===== src/shared/dat_pkg.sv =====
/*
  Shared constants of the digital audio transmitter: register indices,
  field positions, format codes, state codes and framing.
  Assumes a word-wide register port indexed by register number.
*/
package dat_pkg;

  // register indices on the register port
  localparam logic [3:0] REG_STATUS = 4'h0;
  localparam logic [3:0] REG_CONTROL = 4'h1;
  localparam logic [3:0] REG_SYNTH_RATE = 4'h2;
  localparam logic [3:0] REG_FIRST_START = 4'h3;
  localparam logic [3:0] REG_SECOND_START = 4'h4;
  localparam logic [3:0] REG_BUFFER_LENGTH = 4'h5;
  localparam logic [3:0] REG_DEPARTURE_TIME = 4'h6;

  // sticky flag positions, same in status and in the ack/enable groups
  localparam int FLG_FIRST = 0;
  localparam int FLG_SECOND = 1;
  localparam int FLG_FETCH = 2;
  localparam int FLG_UNDER = 3;
  localparam int FLG_COUNT = 4;

  // status fields
  localparam int ST_IN_USE_BIT = 4;

  // control fields
  localparam int CT_ACK_LSB = 0;
  localparam int CT_IRQ_EN_LSB = 4;
  localparam int CT_STAY_AWAKE = 8;
  localparam int CT_LITTLE_END = 9;
  localparam int CT_FMT_LSB = 10;
  localparam int CT_RUN = 13;
  localparam int CT_SELF_RESET = 14;

  // format select codes
  localparam logic [2:0] FMT_IEC = 3'h0;
  localparam logic [2:0] FMT_LSB_FIRST = 3'h2;
  localparam logic [2:0] FMT_MSB_FIRST = 3'h3;

  // framing: 32 slots of two unit intervals per subframe, two per frame
  localparam int UI_PER_FRAME = 128;
  localparam logic [5:0] UI_LAST_IEC = 6'(UI_PER_FRAME / 2 - 1);
  localparam logic [4:0] UI_LAST_RAW = 5'h1F;
  localparam logic [4:0] SLOT_PARITY = 5'h1F;
  localparam logic [4:0] SLOT_FIRST_DATA = 5'h04;
  localparam logic [8:0] SUBFRAMES_PER_BLOCK = 9'h180;
  localparam logic [7:0] PRE_BLOCK = 8'hE8;
  localparam logic [7:0] PRE_LEFT = 8'hE2;
  localparam logic [7:0] PRE_RIGHT = 8'hE4;
  localparam logic [31:0] BYTES_PER_WORD = 32'h4;

  // transmit states
  typedef enum logic [1:0] {
    DAT_IDLE = 2'b01,
    DAT_SEND = 2'b10
  } dat_state_t;

endpackage


===== src/design/dat_tx.sv =====
/*
  Digital audio transmitter control: register file, two ping-pong
  buffer fetch, staging, serialiser for subframe and raw word formats.
  Assumes a memory port answering one request at a time and a
  processor-only reset input synchronous to CLK.
*/
// Notes on behaviour
// - buffer one drained flag sticks until acked
// - buffer two drained flag sticks until acked
// - fetch error flag when staging runs dry
// - both drained: underrun flag, still switch
// - in-use bit high for buffer one
// - ack bits read zero, one clears
// - interrupt when any flag and enable
// - stay awake bit blocks power down
// - byte order bit picks word assembly
// - format 000 sends subframes with coding
// - 010 raw lsb first, 011 msb first
// - run starts; clearing halts after word
// - self reset bit resets all but time counter
// - start and length writes keep flags
// - one length, two start addresses
// - departure time of last drained buffer
// - reset values zero, in-use bit one
// - reset by pin or self reset only
// - time counter cleared by processor reset
// - flag drops cycle after ack write
// - buffers alternate one, two, one
// - frame is 128 unit intervals
`timescale 1ns/1ps
`default_nettype none

module dat_tx #(
  parameter int DEPTH = 16,
  parameter int AW = 4
) (
  input wire logic CLK,
  input wire logic RSTN,
  input wire logic CPU_RST,
  input wire logic GLOBAL_POWER_DOWN,
  input wire logic [3:0] REG_ADDR,
  input wire logic REG_WR,
  input wire logic REG_RD,
  input wire logic [31:0] REG_WDATA,
  output logic [31:0] REG_RDATA,
  output logic MEM_REQ,
  output logic [31:0] MEM_ADDR,
  input wire logic MEM_ACK,
  input wire logic [31:0] MEM_RDATA,
  output logic AUDIO_OUT,
  output logic IRQ,
  output logic POWERED_DOWN
);

  typedef struct packed {
    logic [31:0] rate;
    logic [31:0] phase;
    logic [31:0] first_start;
    logic [31:0] second_start;
    logic [31:0] length;
    logic [31:0] depart;
    logic [31:0] ts_cnt;
    logic [3:0] flags;
    logic in_use1;
    logic [3:0] irq_en;
    logic stay_awake;
    logic little_endian;
    logic [2:0] fmt;
    logic run;
    dat_pkg::dat_state_t state;
    logic req;
    logic [31:0] req_addr;
    logic fetch_second;
    logic [31:0] fetch_off;
    logic [AW:0] wptr;
    logic [AW:0] rptr;
    logic rd_pending;
    logic hold_valid;
    logic [31:0] hold_word;
    logic [31:0] shift;
    logic [5:0] ui_cnt;
    logic sub_lvl;
    logic [8:0] sub_cnt;
    logic [31:0] tx_off;
    logic [31:0] rdata;
    logic out;
  } dat_state_all_t;

  localparam dat_state_all_t RESET_VAL = '{
    in_use1: 1'b1, state: dat_pkg::DAT_IDLE, default: '0};

  dat_state_all_t r_reg;
  dat_state_all_t r_next;

  logic [32:0] phase_sum;
  logic tick;
  logic asleep;
  logic wr_ctl;
  logic [3:0] clr;
  logic [3:0] set;
  logic rd_en;
  logic [AW:0] fill;
  logic [31:0] mem_word;
  logic [31:0] stage_dout;
  logic iec;
  logic [4:0] slot;
  logic [7:0] pre;
  logic bit_val;
  logic word_last;
  logic buf_done;
  logic [31:0] ts_keep;
  logic [31:0] next_off;

  dat_stage_mem #(.W(32), .DEPTH(DEPTH), .AW(AW)) u_stage (
    .clk(CLK),
    .rstn(RSTN),
    .wr_en(r_reg.req & MEM_ACK),
    .wr_addr(r_reg.wptr[AW-1:0]),
    .wr_data(mem_word),
    .rd_en(rd_en),
    .rd_addr(r_reg.rptr[AW-1:0]),
    .rd_data(stage_dout)
  );

  // memory lanes carry the byte at the lowest address in bits 7:0
  assign mem_word = r_reg.little_endian ? MEM_RDATA :
    {MEM_RDATA[7:0], MEM_RDATA[15:8], MEM_RDATA[23:16], MEM_RDATA[31:24]};

  always_comb begin
    r_next = r_reg;
    rd_en = 1'b0;
    set = 4'h0;
    ts_keep = '0;
    next_off = '0;
    asleep = GLOBAL_POWER_DOWN & ~r_reg.stay_awake;
    wr_ctl = REG_WR && (REG_ADDR == dat_pkg::REG_CONTROL);
    clr = wr_ctl ? REG_WDATA[dat_pkg::CT_ACK_LSB +: dat_pkg::FLG_COUNT] : 4'h0;
    fill = r_reg.wptr - r_reg.rptr;
    phase_sum = {1'b0, r_reg.phase} + {1'b0, r_reg.rate};
    tick = phase_sum[32];
    iec = (r_reg.fmt == dat_pkg::FMT_IEC);
    slot = r_reg.ui_cnt[5:1];
    word_last = iec ? (r_reg.ui_cnt == dat_pkg::UI_LAST_IEC) :
      (r_reg.ui_cnt[4:0] == dat_pkg::UI_LAST_RAW);
    buf_done = (r_reg.tx_off + dat_pkg::BYTES_PER_WORD) >= r_reg.length;
    pre = (r_reg.sub_cnt == 9'h000) ? dat_pkg::PRE_BLOCK :
      (r_reg.sub_cnt[0] ? dat_pkg::PRE_RIGHT : dat_pkg::PRE_LEFT);
    if (iec) begin
      bit_val = (slot == dat_pkg::SLOT_PARITY) ?
        ^r_reg.shift[30:dat_pkg::SLOT_FIRST_DATA] : r_reg.shift[slot];
    end else if (r_reg.fmt == dat_pkg::FMT_MSB_FIRST) begin
      bit_val = r_reg.shift[~r_reg.ui_cnt[4:0]];
    end else begin
      bit_val = r_reg.shift[r_reg.ui_cnt[4:0]];
    end

    // time counter follows the processor cycle counter
    r_next.ts_cnt = CPU_RST ? '0 : r_reg.ts_cnt + 32'h1;

    if (REG_WR) begin
      case (REG_ADDR)
        dat_pkg::REG_CONTROL: begin
          r_next.irq_en = REG_WDATA[dat_pkg::CT_IRQ_EN_LSB +: dat_pkg::FLG_COUNT];
          r_next.stay_awake = REG_WDATA[dat_pkg::CT_STAY_AWAKE];
          r_next.little_endian = REG_WDATA[dat_pkg::CT_LITTLE_END];
          r_next.fmt = REG_WDATA[dat_pkg::CT_FMT_LSB +: 3];
          r_next.run = REG_WDATA[dat_pkg::CT_RUN];
        end
        dat_pkg::REG_SYNTH_RATE: r_next.rate = REG_WDATA;
        // start and length writes never touch the flags
        dat_pkg::REG_FIRST_START: r_next.first_start = REG_WDATA;
        dat_pkg::REG_SECOND_START: r_next.second_start = REG_WDATA;
        dat_pkg::REG_BUFFER_LENGTH: r_next.length = REG_WDATA;
        default: begin
        end
      endcase
    end

    if (!asleep) begin
      r_next.phase = phase_sum[31:0];
      // fetch side: one request in flight, only while room remains
      if (r_reg.req) begin
        if (MEM_ACK) begin
          r_next.req = 1'b0;
          r_next.wptr = r_reg.wptr + 1'b1;
          next_off = r_reg.fetch_off + dat_pkg::BYTES_PER_WORD;
          if (next_off >= r_reg.length) begin
            r_next.fetch_off = '0;
            r_next.fetch_second = ~r_reg.fetch_second;
          end else begin
            r_next.fetch_off = next_off;
          end
        end
      end else if (r_reg.run && (r_reg.length != '0) && (fill < (AW+1)'(DEPTH))) begin
        r_next.req = 1'b1;
        r_next.req_addr = (r_reg.fetch_second ? r_reg.second_start : r_reg.first_start)
          + r_reg.fetch_off;
      end
      // holding register refill from the staging memory
      if (r_reg.rd_pending) begin
        r_next.rd_pending = 1'b0;
        r_next.hold_valid = 1'b1;
        r_next.hold_word = stage_dout;
      end else if (!r_reg.hold_valid && (fill != '0)) begin
        rd_en = 1'b1;
        r_next.rptr = r_reg.rptr + 1'b1;
        r_next.rd_pending = 1'b1;
      end

      case (r_reg.state)
        dat_pkg::DAT_IDLE: begin
          if (r_reg.run && r_reg.hold_valid) begin
            r_next.shift = r_reg.hold_word;
            r_next.hold_valid = 1'b0;
            r_next.ui_cnt = '0;
            r_next.sub_lvl = r_reg.out;
            r_next.state = dat_pkg::DAT_SEND;
          end
        end
        dat_pkg::DAT_SEND: begin
          if (tick) begin
            r_next.ui_cnt = r_reg.ui_cnt + 6'h01;
            if (!iec) begin
              r_next.out = bit_val;
            end else if (slot < dat_pkg::SLOT_FIRST_DATA) begin
              r_next.out = pre[~r_reg.ui_cnt[2:0]] ^ r_reg.sub_lvl;
            end else if (!r_reg.ui_cnt[0]) begin
              r_next.out = ~r_reg.out;
            end else begin
              r_next.out = bit_val ? ~r_reg.out : r_reg.out;
            end
            if (word_last) begin
              r_next.ui_cnt = '0;
              if (iec) begin
                r_next.sub_cnt = (r_reg.sub_cnt == dat_pkg::SUBFRAMES_PER_BLOCK - 9'h001) ?
                  '0 : r_reg.sub_cnt + 9'h001;
              end
              r_next.tx_off = r_reg.tx_off + dat_pkg::BYTES_PER_WORD;
              if (buf_done) begin
                r_next.tx_off = '0;
                set[r_reg.in_use1 ? dat_pkg::FLG_FIRST : dat_pkg::FLG_SECOND] = 1'b1;
                r_next.depart = r_reg.ts_cnt;
                r_next.in_use1 = ~r_reg.in_use1;
                // an un-acked other buffer means both ran dry; data goes out stale
                if (r_reg.in_use1 ? r_reg.flags[dat_pkg::FLG_SECOND] :
                    r_reg.flags[dat_pkg::FLG_FIRST]) begin
                  set[dat_pkg::FLG_UNDER] = 1'b1;
                end
              end
              if (!r_reg.run) begin
                r_next.state = dat_pkg::DAT_IDLE;
              end else if (r_reg.hold_valid) begin
                r_next.shift = r_reg.hold_word;
                r_next.hold_valid = 1'b0;
                r_next.sub_lvl = r_next.out;
              end else begin
                // staging ran dry: word repeats, its slot is lost
                set[dat_pkg::FLG_FETCH] = 1'b1;
                r_next.sub_lvl = r_next.out;
              end
            end
          end
        end
        default: r_next.state = dat_pkg::DAT_IDLE;
      endcase
    end

    // hardware set wins over a same-cycle acknowledge
    r_next.flags = (r_reg.flags & ~clr) | set;

    if (REG_RD) begin
      case (REG_ADDR)
        dat_pkg::REG_STATUS: r_next.rdata = 32'({r_reg.in_use1, r_reg.flags});
        dat_pkg::REG_CONTROL: r_next.rdata = 32'({r_reg.run, r_reg.fmt, r_reg.little_endian,
          r_reg.stay_awake, r_reg.irq_en, 4'h0});
        dat_pkg::REG_SYNTH_RATE: r_next.rdata = r_reg.rate;
        dat_pkg::REG_FIRST_START: r_next.rdata = r_reg.first_start;
        dat_pkg::REG_SECOND_START: r_next.rdata = r_reg.second_start;
        dat_pkg::REG_BUFFER_LENGTH: r_next.rdata = r_reg.length;
        dat_pkg::REG_DEPARTURE_TIME: r_next.rdata = r_reg.depart;
        default: r_next.rdata = '0;
      endcase
    end

    // self reset spares only the time counter
    if (wr_ctl && REG_WDATA[dat_pkg::CT_SELF_RESET]) begin
      ts_keep = r_next.ts_cnt;
      r_next = RESET_VAL;
      r_next.ts_cnt = ts_keep;
    end
  end

  // processor-only reset deliberately reaches nothing but the time counter
  always_ff @(posedge CLK or negedge RSTN) begin
    if (!RSTN) begin
      r_reg <= RESET_VAL;
    end else begin
      r_reg <= r_next;
    end
  end

  assign REG_RDATA = r_reg.rdata;
  assign MEM_REQ = r_reg.req;
  assign MEM_ADDR = r_reg.req_addr;
  assign AUDIO_OUT = r_reg.out;
  assign IRQ = |(r_reg.flags & r_reg.irq_en);
  assign POWERED_DOWN = asleep;

  property p_first_sticky;
    @(posedge CLK) disable iff (!RSTN)
    r_reg.flags[dat_pkg::FLG_FIRST] && !clr[dat_pkg::FLG_FIRST] && !(wr_ctl &&
      REG_WDATA[dat_pkg::CT_SELF_RESET]) |=> r_reg.flags[dat_pkg::FLG_FIRST];
  endproperty
  a_first_sticky: assert property (p_first_sticky)
    else $error("first drained flag dropped without ack");

  property p_ack_drops;
    @(posedge CLK) disable iff (!RSTN)
    r_reg.flags[dat_pkg::FLG_SECOND] && clr[dat_pkg::FLG_SECOND] &&
      !set[dat_pkg::FLG_SECOND] |=> !r_reg.flags[dat_pkg::FLG_SECOND];
  endproperty
  a_ack_drops: assert property (p_ack_drops)
    else $error("second drained flag not cleared after ack");

  property p_irq_follows;
    @(posedge CLK) disable iff (!RSTN)
    $rose(r_reg.flags[dat_pkg::FLG_FETCH]) && r_reg.irq_en[dat_pkg::FLG_FETCH] |-> IRQ;
  endproperty
  a_irq_follows: assert property (p_irq_follows)
    else $error("interrupt missing for enabled fetch error");

  property p_length_keeps_flags;
    @(posedge CLK) disable iff (!RSTN)
    REG_WR && (REG_ADDR == dat_pkg::REG_BUFFER_LENGTH) && (set == 4'h0)
      |=> r_reg.flags == $past(r_reg.flags);
  endproperty
  a_length_keeps_flags: assert property (p_length_keeps_flags)
    else $error("length write changed status flags");

  property p_stamp_with_flag;
    @(posedge CLK) disable iff (!RSTN)
    set[dat_pkg::FLG_FIRST] && !(wr_ctl && REG_WDATA[dat_pkg::CT_SELF_RESET])
      |=> r_reg.flags[dat_pkg::FLG_FIRST] &&
      (r_reg.depart == $past(r_reg.ts_cnt));
  endproperty
  a_stamp_with_flag: assert property (p_stamp_with_flag)
    else $error("departure time not loaded with drained flag");

  property p_switch_buffer;
    @(posedge CLK) disable iff (!RSTN)
    set[dat_pkg::FLG_FIRST] && !(wr_ctl && REG_WDATA[dat_pkg::CT_SELF_RESET])
      |=> !r_reg.in_use1;
  endproperty
  a_switch_buffer: assert property (p_switch_buffer)
    else $error("no switch to second buffer");

  property p_underrun;
    @(posedge CLK) disable iff (!RSTN)
    set[dat_pkg::FLG_FIRST] && r_reg.flags[dat_pkg::FLG_SECOND] &&
      !(wr_ctl && REG_WDATA[dat_pkg::CT_SELF_RESET]) |=> r_reg.flags[dat_pkg::FLG_UNDER];
  endproperty
  a_underrun: assert property (p_underrun)
    else $error("underrun not flagged");

  property p_self_reset;
    @(posedge CLK) disable iff (!RSTN)
    wr_ctl && REG_WDATA[dat_pkg::CT_SELF_RESET] |=> (r_reg.flags == 4'h0) &&
      r_reg.in_use1 && !r_reg.run && (r_reg.state == dat_pkg::DAT_IDLE);
  endproperty
  a_self_reset: assert property (p_self_reset)
    else $error("self reset did not restore reset state");

  property p_halt_after_word;
    @(posedge CLK) disable iff (!RSTN)
    (r_reg.state == dat_pkg::DAT_SEND) && !(tick && word_last) && !asleep &&
      !(wr_ctl && REG_WDATA[dat_pkg::CT_SELF_RESET]) |=> r_reg.state == dat_pkg::DAT_SEND;
  endproperty
  a_halt_after_word: assert property (p_halt_after_word)
    else $error("transmission left before word end");

  property p_ack_reads_zero;
    @(posedge CLK) disable iff (!RSTN)
    REG_RD && (REG_ADDR == dat_pkg::REG_CONTROL) |=> REG_RDATA[3:0] == 4'h0;
  endproperty
  a_ack_reads_zero: assert property (p_ack_reads_zero)
    else $error("ack bits read back nonzero");

endmodule

`default_nettype wire


===== src/design/dat_stage_mem.sv =====
/*
  Staging memory for fetched words: one write port, one read port,
  read data registered. Assumes the caller keeps pointers and counts.
*/
`timescale 1ns/1ps
`default_nettype none

module dat_stage_mem #(
  parameter int W = 32,
  parameter int DEPTH = 16,
  parameter int AW = 4
) (
  input wire logic clk,
  input wire logic rstn,
  input wire logic wr_en,
  input wire logic [AW-1:0] wr_addr,
  input wire logic [W-1:0] wr_data,
  input wire logic rd_en,
  input wire logic [AW-1:0] rd_addr,
  output logic [W-1:0] rd_data
);

  typedef struct packed {
    logic [DEPTH-1:0][W-1:0] mem;
    logic [W-1:0] dout;
  } dat_mem_state_t;

  dat_mem_state_t r_reg;
  dat_mem_state_t r_next;

  always_comb begin
    r_next = r_reg;
    if (wr_en) begin
      r_next.mem[wr_addr] = wr_data;
    end
    if (rd_en) begin
      r_next.dout = r_reg.mem[rd_addr];
    end
  end

  always_ff @(posedge clk or negedge rstn) begin
    if (!rstn) begin
      r_reg <= '0;
    end else begin
      r_reg <= r_next;
    end
  end

  assign rd_data = r_reg.dout;

endmodule

`default_nettype wire


===== config.mk =====
export PLATFORM = sky130hd
export DESIGN_NAME = dat_tx
export DESIGN_NICKNAME = d
export VERILOG_FILES = /design/src/shared/dat_pkg.sv /design/src/design/dat_tx.sv /design/src/design/dat_stage_mem.sv
export SDC_FILE = /design/constraint.sdc
export NUM_CORES = 2
export LEC_CHECK = 0
export ABC_AREA = 1
export BUFFER_PORTS_ARGS = -buffer_cell sky130_fd_sc_hd__clkbuf_2
export CAP_MARGIN = 20
export CORE_MARGIN = 1.5
export CORE_UTILIZATION = 50
export DETAILED_ROUTE_END_ITERATION = 6
export GPL_TIMING_DRIVEN = 0
export PLACE_DENSITY = 0.66
export SLEW_MARGIN = 10
export SYNTH_ARGS = -nofsm -noshare
export SYNTH_HDL_FRONTEND = slang
export SYNTH_SLANG_ARGS = --single-unit

===== constraint.sdc =====
create_clock -name CLK -period 3.2 [get_ports CLK]
set_input_delay 0.64 -clock CLK [delete_from_list [all_inputs] [get_ports CLK]]
set_output_delay 0.64 -clock CLK [all_outputs]
set_load 0.02 [all_outputs]

==> reports/metrics.cfg <==
[setup_path]
crit_chain = nand3_2 -> nor3_4 -> nand2_2 -> nor3_4 -> nand2_2 -> nor3_4 -> nand2_2 -> nor2_4 -> nand3b_1 -> nor3_2 -> xor2_1 -> inv_1 -> ha_4 -> buf_6 -> a21oi_4 -> o221ai_2 -> a21oi_2 -> nand2_4 -> buf_12 -> o21ai_4 -> clkbuf_16 -> buf_12 -> nand2_4 -> o21ai_2
r2r_setup_slack_ns = -0.81
crit_path_end_kind = flop
worstPathMaxFanout = 5
worst_setup_path_start_kind = flop
cp_slowest_cell = dfrtp_1
cp.arrival_ns = 4.65
cp_top_family = simple AND/OR/NAND/NOR gates
cp.required_ns = 3.84
crit_path_max_incr_delay_ns = 0.38
path_buf_inv = 5
critical_path_class = reg2reg

[final_layout]
final_cell_mix = 1186 x nand2_1, 997 x dfrtp_1, 876 x o21ai_0
fin_util_pct = 59.3
finalNetCount = 7010
final_common_cell = nand2_1
instances_no_fill = 8271
n_fill_cell = 9475
diodes = 0
finalInstanceArea_um2 = 62500
area_growth_pct = 17.4
drive_gt1_share_pct = 17.1
multi_input_area_um2 = 24700
largest_reg_flops = 512
ff_latch_area_um2 = 25100

[pwr]
seqPwrFrac_pct = 34.4
p_leak_nw = 29.5
fin_total_pwr_mw = 58.2
p_sw_share_pct = 42.1
p_sw_mw = 24.5
irDropWorstVdd_mv = 0.735
combPwrFrac_pct = 42.7
p_int_mw = 33.7
clkPwrFrac_pct = 22.9
powerDensity_nw_per_um2 = 931

[synth]
ys_seq_elements = 1004
syn_area_um2 = 53300
synth_cells = 6415
ys.flop_type = dfrtp_1
syn_avg_cell_area_um2 = 8.30
async_flop_share_pct = 100
synth-edff-count = 0
synth_warnings = 0
syn_nets = 6633
yosysUniqueCellTypes = 60
ys_seq_area_share_pct = 47.2

[cts]
clock-sinks = 1004
cts.path.max_buffers = 3
cts_tree = yes
clock_latency_ns = 0.76
clk_pin_slew_ns = 0.06
numCtsBuffers = 112
htreeDepth = 3
cts-root-buf = clkbuf_16

[floorplan]
die_w_um = 329
core_area_um2 = 105000
die_h_um = 329
fp.dieArea_um2 = 108000
rows = 119
start_util_pct = 50.5
top_level_ports = 143

[routing]
vias_per_cell = 5.92
wl_per_cell_um = 23.7
drt.antenna.violating_nets = 0
num_vias = 49000
drt_iter0_drc = 5630
drc = 10
wl_um = 196000
first_pass_iters = 7

[place]
postPlaceCellArea_um2 = 56200
io_buffers = 141
dp.cells = 7963
finalWeightedCongestion = 0.974
dp_slack_ns = -2.07
dp_hpwl_um = 140000

[timing]
skew_ns = 0.0392
holdWs_ns = 0.228
finalSetupViolCount = 107
hold_viol_final = 0
slew_headroom_pct = 19.8
rsz0062_at_grt = yes
maxSlewViolCount = 0
fin_setup_tns_ns = -64.13
worst_slack_ns = -0.810
fmax_mhz = 249
finalCriticalPeriod_ns = 4.01
final.period_utilization_pct = 125
tightest_slew_ns = 1.20

[global_routing]
met2_usage_pct = 54.6
met3_usage_pct = 6.93
grt.overflow.total = 0
grt_max_degree = 103
grt_usage_pct = 35.7
grt_pass1_vias = 47000
grt_busiest_layer = met2
use_met1_pct = 44.7
grt_pass1_wl_um = 291000
antenna_found_initial = 5

[run_status]
failed_checks = DRC, setup timing
outcome = complete, but fails checks

[job]
max-cap-violations = 0

[worst_hold_path]
hp-class = in2reg

final timing paths:
path / from / to / depth (start not counted)
max: r_reg[36]$_DFFE_PN0P_ / r_reg[298]$_DFFE_PN0P_ / 24
min: REG_WDATA[6] / r_reg[233]$_DFFE_PN0P_ / 3
max reg2reg: r_reg[36]$_DFFE_PN0P_ / r_reg[298]$_DFFE_PN0P_ / 24
min reg2reg: r_reg[240]$_DFF_PN0_ / r_reg[240]$_DFF_PN0_ / 1
max in group asynchronous: RSTN / u_stage.rd_data[9]$_DFFE_PN0P_ / 6
min in group asynchronous: RSTN / MEM_ADDR[21]$_DFFE_PN0P_ / 2
cell families after synthesis:
family,after synthesis,synth area share [%]
AND/OR/NAND/NOR,1997,15.7
AO/OA/AOI/OAI,1688,17.0
buffers and inverters,1198,9.03
flip-flops,1004,47.2
multiplexers,296,6.26
adder cells (fa/ha/maj),143,3.39
XOR/XNOR,88,1.45
other,1,0.00704
layer usage:
metal  vias up  wire length, um
met5         -               44
met4         6            17800
met3       684            16800
met2      2491            86800
met1     23700            75000
li1      22100                -
timing repair:
action / in CTS / in global routing
setup buffers: 63 / 30
gates resized for setup: 265 / 223
cloned: 7 / 4
hold endpoints to repair: 54 / 0
endpoints found under the setup margin: 250 / 415
hold buffers: 1 / 0
pin swaps: 31 / 47
cells in the mapped netlist (4+ instances only):
master / instances / share of area, %
dfrtp_1: 1002 / 47
nand3_1: 384 / 3.6
nor2_2: 8 / 0.094
o21a_1: 6 / 0.085
a31oi_1: 53 / 0.62
a21oi_1: 422 / 4.0
o21ai_0: 946 / 8.9
o2111ai_1: 5 / 0.082
nor3_1: 69 / 0.65
or2_2: 12 / 0.14
nor4_1: 15 / 0.18
inv_2: 7 / 0.049
buf_4: 64 / 0.90
ha_1: 141 / 3.3
buf_2: 38 / 0.36
a32o_1: 6 / 0.11
nand2_1: 1231 / 8.7
o211ai_1: 44 / 0.62
nor3_2: 7 / 0.13
xor2_1: 64 / 1.1
clkbuf_1: 274 / 1.9
xnor2_1: 24 / 0.39
o31ai_1: 36 / 0.51
o21ai_1: 70 / 0.66
a21boi_0: 4 / 0.056
o22ai_1: 47 / 0.55
nor2_1: 220 / 1.6
o221ai_1: 7 / 0.12
clkinv_1: 6 / 0.042
a21o_1: 9 / 0.13
mux2_2: 296 / 6.3
o21ai_2: 4 / 0.066
o21bai_1: 7 / 0.099
inv_1: 758 / 5.3
nand4_1: 31 / 0.36
o31ai_2: 5 / 0.12
buf_1: 45 / 0.32
nand2_2: 6 / 0.070
a221oi_1: 6 / 0.099
worst register-to-register path, stage by stage, from the launching register on:
cell and delay [ns]:
dfrtp_1 0.38, nand3_2 0.13, nor3_4 0.15, nand2_2 0.11
nor3_4 0.16, nand2_2 0.10, nor3_4 0.20, nand2_2 0.14
nor2_4 0.12, nand3b_1 0.13, nor3_2 0.19, xor2_1 0.23
inv_1 0.11, ha_4 0.24, buf_6 0.12, a21oi_4 0.14
o221ai_2 0.12, a21oi_2 0.18, nand2_4 0.08, buf_12 0.15
o21ai_4 0.26, clkbuf_16 0.23, buf_12 0.13, nand2_4 0.05
o21ai_2 0.07
cell type report:
class / count / area share [%]
flip-flops and latches: 1004 / 40.2
multi-input cells: 4214 / 39.6
clock buffers: 167 / 5.25
inverters: 771 / 4.67
repair buffers: 265 / 3.42
plain buffers: 424 / 3.40
well taps: 1391 / 2.78
clock inverters: 35 / 0.734
power groups by stage:
stage	Sequential (mW)	Clock (mW)	Combinational, mW
2_1_floorplan	19.1	0	15.3
3_3_place_gp	20.1	0	21.9
3_5_place_dp	20.1	0	22.4
4_1_cts	19.9	13.4	23.5
5_1_grt	20.5	13.8	27.1
6_report	20.0	13.3	24.9
Power figures use the tool's default switching activity.
